[config.mk]
export PLATFORM = sky130hd
export DESIGN_NAME = pcc_analog_check
export DESIGN_NICKNAME = d
export VERILOG_FILES = /design/src/rtl/pcc_pkg.sv /design/src/rtl/pcc_analog_check.sv
export SDC_FILE = /design/constraint.sdc
export NUM_CORES = 1
export LEC_CHECK = 0
export ABC_AREA = 0
export BUFFER_PORTS_ARGS = -buffer_cell sky130_fd_sc_hd__buf_2
export CAP_MARGIN = 25
export CORE_MARGIN = 3
export CORE_UTILIZATION = 40
export DETAILED_ROUTE_END_ITERATION = 7
export PLACE_DENSITY = 0.81
export SLEW_MARGIN = 15
export SYNTH_ARGS = -nofsm -noshare
export SYNTH_HDL_FRONTEND = slang
export SYNTH_SLANG_ARGS = --single-unit
[constraint.sdc]
create_clock -name vclk -period 2.56
set_clock_uncertainty 0.15 [all_clocks]
set_input_delay 0.384 -clock vclk [all_inputs]
set_output_delay 0.384 -clock vclk [all_outputs]
set_load 0.02 [all_outputs]
[src/rtl/pcc_pkg.sv]
// Constants and types for the parameter conflict checker.
// Assumes parameters are 16-bit codes and frequencies are kept in 0.1 Hz units.
package pcc_pkg;

    localparam int DATA_W = 16;

    // Which setting parameter a write targets, or which one caused a refusal
    typedef enum logic [3:0] {
        PAR_NONE,
        PAR_OP_CMD,
        PAR_SPEED1,
        PAR_UFL,
        PAR_MOTOR_TYPE,
        PAR_MCM,
        PAR_TQ_PR,
        PAR_TQ_RG,
        PAR_OP_MODE,
        PAR_AIN_SW,
        PAR_FEED_PUMP,
        PAR_PRS_CMD,
        PAR_PRS_UPPER,
        PAR_PRS_LOWER
    } pcc_param_t;

    // Motor control mode values
    localparam logic [15:0] MCM_FEED_PUMP   = 16'h0003;
    localparam logic [15:0] MCM_OPCMD_ONLY  = 16'h0004;
    localparam logic [15:0] MCM_VEC_FIRST   = 16'h0006;
    localparam logic [15:0] MCM_VEC_B       = 16'h000b;
    localparam logic [15:0] MCM_VEC_NO_POLE = 16'h000c;

    // Operation command and operation mode values
    localparam logic [15:0] OPCMD_REQ       = 16'h0002;
    localparam logic [15:0] OPMODE_ONE      = 16'h0001;
    localparam logic [15:0] OPMODE_TWO      = 16'h0002;
    localparam logic [15:0] OPMODE_THREE    = 16'h0003;

    // First speed setting values: 7..12 own every analog channel, from 2 up one channel is named
    localparam logic [15:0] SPEED1_EXCL_LO  = 16'h0007;
    localparam logic [15:0] SPEED1_EXCL_HI  = 16'h000c;
    localparam logic [15:0] SPEED1_SHARE_LO = 16'h0002;

    // Motor type codes 0..3 are 2, 4, 6 and 8 poles; vector modes allow only these
    localparam logic [15:0] VEC_MOTOR_TYPES = 16'h0004;

    // Upper frequency bounds in vector control, in Hz
    localparam int UFL_2P_HZ      = 60;
    localparam int UFL_4P_HZ      = 130;
    localparam int UFL_6P_HZ      = 200;
    localparam int UFL_8P_HZ      = 270;
    localparam int VEC_OP_MAX_HZ  = 120;
    localparam int FREQ_PER_HZ    = 10;

    localparam logic [15:0] UFL_2P_CNT  = 16'(UFL_2P_HZ * FREQ_PER_HZ);
    localparam logic [15:0] UFL_4P_CNT  = 16'(UFL_4P_HZ * FREQ_PER_HZ);
    localparam logic [15:0] UFL_6P_CNT  = 16'(UFL_6P_HZ * FREQ_PER_HZ);
    localparam logic [15:0] UFL_8P_CNT  = 16'(UFL_8P_HZ * FREQ_PER_HZ);
    localparam logic [15:0] VEC_OP_CNT  = 16'(VEC_OP_MAX_HZ * FREQ_PER_HZ);

    // Reset values of the stored parameters
    localparam logic [15:0] RST_OP_CMD     = 16'h0000;
    localparam logic [15:0] RST_SPEED1     = 16'h0000;
    localparam logic [15:0] RST_UFL        = 16'h0258;
    localparam logic [15:0] RST_MOTOR_TYPE = 16'h0001;
    localparam logic [15:0] RST_MCM        = 16'h0000;
    localparam logic [15:0] RST_TQ_PR      = 16'h0000;
    localparam logic [15:0] RST_TQ_RG      = 16'h0000;
    localparam logic [15:0] RST_OP_MODE    = 16'h0000;
    localparam logic [15:0] RST_AIN_SW     = 16'h0000;
    localparam logic [15:0] RST_FEED_PUMP  = 16'h0000;
    localparam logic [15:0] RST_PRS_CMD    = 16'h0001;
    localparam logic [15:0] RST_PRS_UPPER  = 16'hffff;
    localparam logic [15:0] RST_PRS_LOWER  = 16'h0000;

endpackage

[src/rtl/pcc_analog_check.sv]
// Analog channel clash detector for one candidate source value.
// Pure combinational; the caller decides the order in which hits are reported.
`timescale 1ns/1ps
module pcc_analog_check
    import pcc_pkg::*;
(
    input  wire logic [15:0] cand,
    input  wire logic [15:0] speed1,
    input  wire logic [15:0] cmp_a,
    input  wire logic [15:0] cmp_b,
    output logic             hit_speed,
    output logic             hit_a,
    output logic             hit_b
);

    logic [15:0] speed_chan;

    // Speed setting values 2..6 name a channel one below the value
    assign speed_chan = speed1 - 16'h0001;

    // A zero candidate means no channel is claimed, so nothing can clash
    always_comb begin
        hit_speed = 1'b0;
        hit_a     = 1'b0;
        hit_b     = 1'b0;
        if (cand != 16'h0000) begin
            hit_speed = (cand == speed_chan) ||
                        (speed1 >= SPEED1_EXCL_LO && speed1 <= SPEED1_EXCL_HI);
            hit_a     = (cand == cmp_a);
            hit_b     = (cand == cmp_b);
        end
    end

endmodule

==> results.sh, run 1 <==
export IMPL_outcome="finished, violations left"
export IMPL_violations="negative setup slack"
export IMPL_setup_viol=1
export IMPL_combPwrFrac_pct=100.0
export IMPL_num_vias=1360
export IMPL_cts_hold_buf=0
export IMPL_antenna_found_initial=0
export IMPL_synth_top_area_cell="xor2_1"
export IMPL_io_pins=67
export IMPL_crit_required_ns=2.03
export IMPL_die_h_um=55.14
export IMPL_ff_latch_area_sq_um=0
export IMPL_maxCapViolations=0
export IMPL_ys_types=32
export IMPL_syn_nets=197
export IMPL_power_leakage_nw=0.7447
export IMPL_core_area_sq_mm=0.002255
export IMPL_power_density_mw_per_mm2=149.2
export IMPL_start_util_pct=42.84
export IMPL_yosys_warnings=0
export IMPL_vdd_drop_max_mv=0.1066
export IMPL_chipWidth_um=55.14
export IMPL_worst_hold_path_type="primary input to output port"
export IMPL_yosysTopAreaCellShare_pct=36.27
export IMPL_syn_area_per_cell_sq_um=7.373
export IMPL_wirelength_mm=3.708
export IMPL_final_period_utilization_pct=114.6
export IMPL_rsz0062_at_grt="yes"
export IMPL_track_usage_pct=24.25
export IMPL_antennaDiodeCount=0
export IMPL_end_kind="output port"
export IMPL_pwr_share_seq_pct=0
export IMPL_maxSlewViolCount=0
export IMPL_seq_area_frac_synth_pct=0
export IMPL_place_congestion=0.8947
export IMPL_grt_first_pass_wirelength_mm=5.451
export IMPL_grt_pass1_vias=1249
export IMPL_die_area_sq_mm=0.003040
export IMPL_worst_slew_pin_slew_ns=0.4743
export IMPL_power_switching_w=0.0001195
export IMPL_switching_share_pct=50.28
export IMPL_fmax_mhz=341.0
export IMPL_synth_area_sq_um=965.9
export IMPL_dp_final_hpwl_mm=3.050
export IMPL_avgRoutedWirePerCell_um=14.95
export IMPL_synth_area_leaders="xor2_1, nor4_1, xnor2_1"
export IMPL_std_cell_rows=17
export IMPL_path_class="primary input to output port"
export IMPL_drc=0
export IMPL_dp_cells=248
export IMPL_min_period_ns=2.933
export IMPL_ant_nets=0
export IMPL_p_int_w=0.0001182
export IMPL_cp_max_fo=5
export IMPL_final_net_count=288
export IMPL_setup_ws_ns=-0.3728
export IMPL_seq_cell_count=0
export IMPL_cp_arrival_ns=2.40
export IMPL_drt_pass1_iter_count=4
export IMPL_grt_remaining_overflow=0
export IMPL_fillers=199
export IMPL_slew_headroom_pct=68.09
export IMPL_synthToLayoutAreaGrowth_pct=64.90
export IMPL_synthCells=131
export IMPL_dr_first_iter_drc_count=36
export IMPL_start_kind="primary input"
export IMPL_viasPerCell=5.484
export IMPL_grt_max_degree=9
export IMPL_place_area_sq_mm=0.001524
export IMPL_nClkBuffers=0
export IMPL_port_buffers=67
export IMPL_hold_violations=0
export IMPL_pwr_share_clk_pct=0
export IMPL_final_area_sq_mm=0.001593
export IMPL_drive_gt1_share_pct=48.64
export IMPL_final_cells=248
[Yosys cell counts]
master	count
xor2_1	40
nor4_1	17
xnor2_1	11
nor2_1	7
a21oi_1	6
nor3_1	6
a31oi_1	4
clkbuf_1	3
nand2_1	3
nand3_1	3
nand4_1	3
or4_4	3
ha_1	2
inv_1	2
mux2i_1	2
nand3b_1	2
nor2b_1	2
a211oi_1	1
a21oi_2	1
and3b_1	1
and4_1	1
buf_2	1
nor3_2	1
nor3b_1	1
nor4_2	1
o2111ai_1	1
o21ai_0	1
o2bb2ai_1	1
o31ai_2	1
or3_4	1
or3b_2	1
or4_1	1
[per-stage QoR]
stage | TNS (ns) | hold slack, ns | total power [W] | setup WS [ns] | util (%)
2_1_floorplan | -0.2436 | 0.8557 | 0.0001034 | -0.2436 | -
3_3_place_gp | -0.4436 | 1.118 | 0.0002198 | -0.4436 | 67.59
3_5_place_dp | -0.4667 | 1.115 | 0.0002236 | -0.4667 | 67.59
4_1_cts | -0.4106 | 1.098 | 0.0002306 | -0.4106 | 69.87
5_1_grt | -0.4461 | 1.147 | 0.0002580 | -0.4461 | 70.64
6_report | -0.3728 | 1.098 | 0.0002377 | -0.3728 | 70.64
[area by class of cell]
| type | instances | area (sq um) | area share (%) |
|---|---|---|---|
| Timing Repair Buffer | 93 | 553.0 | 34.72 |
| Tap cell | 28 | 35.03 | 2.200 |
| Inverter | 2 | 7.507 | 0.4713 |
| Multi-Input combinational cell | 125 | 997.2 | 62.61 |
[per-layer routing]
metal,routed length [um],vias up,GRT usage [%]
met5,0,-,0
met4,21,0,3.239
met3,258,2,1.609
met2,1943,60,46.06
met1,1484,627,30.16
li1,-,671,-
[logic make-up after synthesis]
family	synth area share [%]
compound gates	11.01
xor+xnor	46.24
fa+ha+maj	2.590
buf+inv	2.461
mux	2.073
simple gates	35.62
[critical path, stage by stage]
cell,delay [ns]
buf_2,0.10
or4_4,0.58
nor3_4,0.16
xnor2_1,0.13
a31oi_1,0.12
or4_4,0.57
o31ai_4,0.20
buf_6,0.15
[power by group through the flow]
| stage | clock network, W | logic, W | registers (W) |
|---|---|---|---|
| 4_1_cts | 0 | 0.000231 | 0 |
| 3_5_place_dp | 0 | 0.000224 | 0 |
| 6_report | 0 | 0.000238 | 0 |
| 2_1_floorplan | 0 | 0.000103 | 0 |
| 5_1_grt | 0 | 0.000258 | 0 |
| 3_3_place_gp | 0 | 0.000220 | 0 |
[worst paths after layout]
check                      start        end  slack, ns  cells after the start
worst max-delay path   speed1[8]  hit_speed      -0.37                      8
worst min-delay path  speed1[15]  hit_speed       1.10                      5
[cell usage in the layout, fill, tap and decap left out, drive strengths merged, types with 2 or more instances in the layout]
| cell type | instances |
|---|---|
| buf | 93 |
| xor2 | 40 |
| nor4 | 18 |
| xnor2 | 11 |
| nor2 | 7 |
| a21oi | 7 |
| nor3 | 7 |
| or4 | 4 |
| a31oi | 4 |
| nand4 | 3 |
| nand2 | 3 |
| nand3 | 3 |
| inv | 2 |
| nand3b | 2 |
| nor2b | 2 |
| mux2i | 2 |
| ha | 2 |
[repair_timing]
action	in CTS	in global routing
buffers inserted	1	0
resized for setup	9	6
pin swaps	5	6
endpoints found under the setup margin	1	1
Note: power is estimated with default switching activity, not from simulation.
==> run 2: changes to the inputs <==
--- a/config.mk
+++ b/config.mk
@@ -5,12 +5,13 @@
 export SDC_FILE = /design/constraint.sdc
 export NUM_CORES = 1
 export LEC_CHECK = 0
-export ABC_AREA = 0
+export ABC_AREA = 1
 export BUFFER_PORTS_ARGS = -buffer_cell sky130_fd_sc_hd__buf_2
 export CAP_MARGIN = 25
 export CORE_MARGIN = 3
-export CORE_UTILIZATION = 40
+export CORE_UTILIZATION = 42
 export DETAILED_ROUTE_END_ITERATION = 7
+export GPL_ROUTABILITY_DRIVEN = 0
 export PLACE_DENSITY = 0.81
 export SLEW_MARGIN = 15
 export SYNTH_ARGS = -nofsm -noshare
==> run 2 against run 1 <==
The flow now finishes without violations. Global-route usage is 2.9 points lower. Core utilization decreased by 10 points. Via count is 13% higher.
==> results.sh, run 2 <==
export IMPL_outcome="finished, final reports clean"
export IMPL_synthToLayoutAreaGrowth_pct=33.55
export IMPL_min_period_ns=2.416
export IMPL_yosys_warnings=0
export IMPL_nClkBuffers=0
export IMPL_power_density_mw_per_mm2=140.6
export IMPL_final_cell_mix="buf_2, nand2_1, inv_1"
export IMPL_grt_remaining_overflow=0
export IMPL_final_net_count=341
export IMPL_chipWidth_um=58.13
export IMPL_dr_first_iter_drc_count=70
export IMPL_synth_common_cells="nand2_1, inv_1, nor2_1, xor2_1, nand3_1"
export IMPL_setup_viol=0
export IMPL_pwr_share_clk_pct=0
export IMPL_num_vias=1539
export IMPL_synth_area_leaders="nand2_1, xor2_1, xnor2_1"
export IMPL_start_util_pct=45.24
export IMPL_worst_hold_path_type="primary input to output port"
export IMPL_grt_first_pass_wirelength_mm=5.906
export IMPL_yosysMostFrequentCell="nand2_1"
export IMPL_post_cts_setup_buffers=0
export IMPL_worst_slew_pin_slew_ns=0.2814
export IMPL_end_kind="output port"
export IMPL_rsz0062_at_grt="no"
export IMPL_ys_types=28
export IMPL_track_usage_pct=21.31
export IMPL_port_buffers=67
export IMPL_slew_headroom_pct=81.24
export IMPL_synthCells=206
export IMPL_io_pins=67
export IMPL_final_period_utilization_pct=94.38
export IMPL_maxSlewViolCount=0
export IMPL_hold_violations=0
export IMPL_final_common_cell="buf_2"
export IMPL_maxCapViolations=0
export IMPL_seq_area_frac_synth_pct=0
export IMPL_start_kind="primary input"
export IMPL_syn_nets=272
export IMPL_antennaDiodeCount=0
export IMPL_tns_ns=0
export IMPL_ff_latch_area_sq_um=0
export IMPL_setup_worst_path_end="hit_speed"
export IMPL_drt_pass1_iter_count=4
export IMPL_hold_depth=5
export IMPL_path_class="primary input to output port"
export IMPL_vdd_drop_max_mv=0.08137
export IMPL_grt_max_degree=8
export IMPL_antenna_found_initial=0
export IMPL_cts_resized=0
export IMPL_switching_share_pct=53.89
export IMPL_core_area_sq_mm=0.002522
export IMPL_die_h_um=58.13
export IMPL_combPwrFrac_pct=100.0
export IMPL_fmax_mhz=413.9
export IMPL_final_util_pct=60.42
export IMPL_cts_hold_buf=0
export IMPL_power_switching_w=0.0001155
export IMPL_wirelength_mm=3.435
export IMPL_drc=0
export IMPL_syn_area_per_cell_sq_um=5.539
export IMPL_dp_final_hpwl_mm=3.101
export IMPL_die_area_sq_mm=0.003379
export IMPL_crit_required_ns=2.03
export IMPL_synth_area_sq_mm=0.001141
export IMPL_fillers=268
export IMPL_ant_nets=0
export IMPL_p_int_w=0.00009880
export IMPL_drive_gt1_share_pct=32.23
export IMPL_startpoint="speed1[0]"
export IMPL_viasPerCell=5.079
export IMPL_yosysTopAreaCellShare_pct=18.75
export IMPL_avgRoutedWirePerCell_um=11.34
export IMPL_std_cell_rows=18
export IMPL_seq_cell_count=0
export IMPL_pwr_share_seq_pct=0
export IMPL_cp_max_fo=5
export IMPL_synth_top_area_cell="nand2_1"
export IMPL_power_leakage_nw=0.8180
export IMPL_cp_arrival_ns=1.88
export IMPL_grt_pass1_vias=1380
run 2: cell count changes after synthesis, moves of 6 or more:
cell	previous run	this run
nand2_1	3	57
inv_1	2	26
xor2_1	40	20
nor2_1	7	24
nand3_1	3	15
nor4_1	17	8
nor3_1	6	0
run 2: power by group through the flow:
| stage | registers, W | clock network, W | logic (W) |
|---|---|---|---|
| floorplan | 0 | 0 | 0.000116 |
| global placement | 0 | 0 | 0.000209 |
| detailed placement | 0 | 0 | 0.000212 |
| CTS | 0 | 0 | 0.000213 |
| global route | 0 | 0 | 0.000242 |
| finish | 0 | 0 | 0.000214 |
run 2: final cells by class:
class / count / area, sq um / share of cell area [%]
repair buffers: 67 / 335.3 / 22.00
multi-input cells: 178 / 1046 / 68.64
well taps: 30 / 37.54 / 2.463
inverters: 28 / 105.1 / 6.897
run 2: logic make-up after synthesis:
logic type | synth area share [%]
adder cells (fa/ha/maj) | 2.193
XOR/XNOR | 26.64
AO/OA/AOI/OAI | 9.210
buffers and inverters | 9.210
AND/OR/NAND/NOR | 52.74
run 2: worst min-delay path by stage:
| stage | startpoint | endpoint | slack (ns) |
|---|---|---|---|
| final | cmp_a[5] | hit_a | 1.06 |
| after global placement | cmp_a[5] | hit_a | 1.04 |
| after floorplan | cmp_a[5] | hit_a | 0.82 |
| after global routing | cmp_a[5] | hit_a | 1.09 |
| after CTS | cmp_a[5] | hit_a | 1.06 |
| after detailed placement | cmp_a[5] | hit_a | 1.06 |
run 2: metrics by stage:
step	setup slack (ns)	power [W]	hold slack (ns)	std cells	instance area, sq um
2_1_floorplan	0.3873	0.0001163	0.8202	206	1141
3_3_place_gp	0.1492	0.0002089	1.037	303	1514
3_5_place_dp	0.09494	0.0002116	1.056	303	1514
4_1_cts	0.09423	0.0002125	1.058	303	1514
5_1_grt	0.003348	0.0002423	1.087	303	1524
6_report	0.1438	0.0002143	1.056	303	1524
run 2: routing by layer:
metal  track usage, %  vias up  part of all wire [%]
met3            1.114        4                   7.2
met5                0        -                     0
met4            1.656        0                  0.67
met1            28.29      673                    42
met2            39.19       60                    50
li1                 -      802                     -
run 2: critical path: stages:
cell	delay [ns]
buf_2	0.12
inv_1	0.09
ha_2	0.23
nand3_4	0.10
nor2_4	0.15
nand2_1	0.07
nand2_1	0.07
nand2_1	0.05
nor2_1	0.08
nand2_1	0.05
nor2_1	0.10
nand3_1	0.09
a21oi_2	0.13
buf_2	0.17
==> run 3: changes to the inputs <==
--- a/config.mk
+++ b/config.mk
@@ -12,6 +12,7 @@
 export CORE_UTILIZATION = 42
 export DETAILED_ROUTE_END_ITERATION = 7
 export GPL_ROUTABILITY_DRIVEN = 0
+export GPL_TIMING_DRIVEN = 0
 export PLACE_DENSITY = 0.81
 export SLEW_MARGIN = 15
 export SYNTH_ARGS = -nofsm -noshare
==> run 3 against run 2 <==
Sequential share of layout area unchanged. Die area stayed put. Power down 0.96%. Core utilization increased by 0.099 points. Final cell count is the same. Worst hold slack got worse by 0.025 ns. Non-clock buffer count did not move. Highest routed layer unchanged.
==> results.sh, run 3 (same netlist as run 2, synthesis figures left out) <==
export IMPL_combPwrFrac_pct=100.0
export IMPL_pwr_share_seq_pct=0
export IMPL_grt_first_pass_wirelength_mm=5.513
export IMPL_ant_nets=0
export IMPL_dp_cells=303
export IMPL_tns_ns=0
export IMPL_dr_first_iter_drc_count=38
export IMPL_p_int_w=0.00009881
export IMPL_power_density_mw_per_mm2=139.0
export IMPL_worst_slew_pin_slew_ns=0.2810
export IMPL_outcome="finished, final reports clean"
export IMPL_drt_pass1_iter_count=4
export IMPL_start_kind="primary input"
export IMPL_final_cells=303
export IMPL_viasPerCell=4.861
export IMPL_port_buffers=67
export IMPL_end_kind="output port"
export IMPL_dpl_worst_slack_ns=0.07940
export IMPL_cts_hold_buf=0
export IMPL_grt_pass1_vias=1329
export IMPL_min_period_ns=2.402
export IMPL_drc=0
export IMPL_die_area_sq_mm=0.003379
export IMPL_wirelength_mm=3.338
export IMPL_fmax_mhz=416.3
export IMPL_maxSlewViolCount=0
export IMPL_cp_max_fo=3
export IMPL_critical_path_cell_chain="buf_2 > inv_1 > ha_2 > inv_1 > nand2_1 > nand3_1 > nand2_1 > nand3_1 > nor2_1 > nand2_1 > nor2_1 > nand3_1 > a21oi_2 > buf_4"
export IMPL_grt_max_degree=8
export IMPL_chipWidth_um=58.13
export IMPL_maxCapViolations=0
export IMPL_final_common_cell="buf_2"
export IMPL_num_vias=1473
export IMPL_cp_slowest_cell="ha_2"
export IMPL_worst_hold_path_type="primary input to output port"
export IMPL_whs_ns=1.032
export IMPL_crit_buf_inv=4
export IMPL_dp_final_hpwl_mm=3.010
export IMPL_grt_remaining_overflow=0
export IMPL_setup_ws_ns=0.1577
export IMPL_antenna_found_initial=0
export IMPL_track_usage_pct=20.16
export IMPL_vdd_drop_max_mv=0.08949
export IMPL_power_switching_w=0.0001134
export IMPL_nClkBuffers=0
export IMPL_avgRoutedWirePerCell_um=11.02
export IMPL_slew_headroom_pct=81.10
export IMPL_die_h_um=58.13
export IMPL_final_cell_mix="buf_2, nand2_1, inv_1"
export IMPL_cp_arrival_ns=1.87
export IMPL_std_cell_rows=18
export IMPL_startpoint="speed1[0]"
export IMPL_switching_share_pct=53.44
export IMPL_io_pins=67
export IMPL_hp_start="cmp_a[5]"
export IMPL_core_area_sq_mm=0.002522
export IMPL_setup_viol=0
export IMPL_final_net_count=341
export IMPL_antennaDiodeCount=0
export IMPL_ff_latch_area_sq_um=0
export IMPL_final_util_pct=60.52
export IMPL_crit_family="simple AND/OR/NAND/NOR gates"
export IMPL_final_period_utilization_pct=93.84
export IMPL_seq_cell_count=0
export IMPL_path_class="primary input to output port"
export IMPL_power_leakage_nw=0.8178
export IMPL_rsz0062_at_grt="no"
export IMPL_synthToLayoutAreaGrowth_pct=33.77
export IMPL_crit_required_ns=2.03
export IMPL_cpPeakStageDelay_ns=0.23
export IMPL_hold_violations=0
export IMPL_start_util_pct=45.24
export IMPL_drive_gt1_share_pct=32.23
export IMPL_pwr_share_clk_pct=0
run 3: cell counts in the layout (fill, tap and decap cells not counted):
Identical to the previous run, type by type.
run 3: power groups by stage:
stage	clock network [W]	logic, W	registers, W
final	0	0.000212	0
after global routing	0	0.000240	0
after CTS	0	0.000211	0
after detailed placement	0	0.000210	0
after global placement	0	0.000207	0
after floorplan	0	0.000116	0
run 3: area by class of cell:
cell class / count / area, sq um
Fill cell: 289 / 996.0
Inverter: 28 / 105.1
Multi-Input combinational cell: 178 / 1046
Tap cell: 30 / 37.54
Timing Repair Buffer: 67 / 337.8
run 3: final timing paths:
| check | to | slack (ns) | cells after the start |
|---|---|---|---|
| setup / recovery | hit_speed | 0.16 | 14 |
| hold / removal | hit_a | 1.03 | 5 |
run 3: timing repair:
action,4_1_cts,5_1_grt
setup endpoints to repair,0,1
buffers inserted,0,0
resized for setup,0,4
run 3: worst min-delay path, stage by stage:
cell and delay, ns:
buf_2 0.08, xnor2_1 0.05, nand4_1 0.09, nor2_1 0.04, buf_2 0.15
run 3: per-layer routing:
layer	global-route usage (%)	vias up	part of all wire (%)
met1	25.60	625	44
met5	0	-	0
met2	37.90	40	50
li1	-	802	-
met4	3.311	0	1.7
met3	0.6682	6	5.1
run 3: metrics by stage:
step                      total power, W  area (sq um)
after CTS                      0.0002106          1514
after floorplan                0.0001163          1141
after detailed placement       0.0002098          1514
after global placement         0.0002069          1514
after global routing           0.0002400          1526
final                          0.0002122          1526
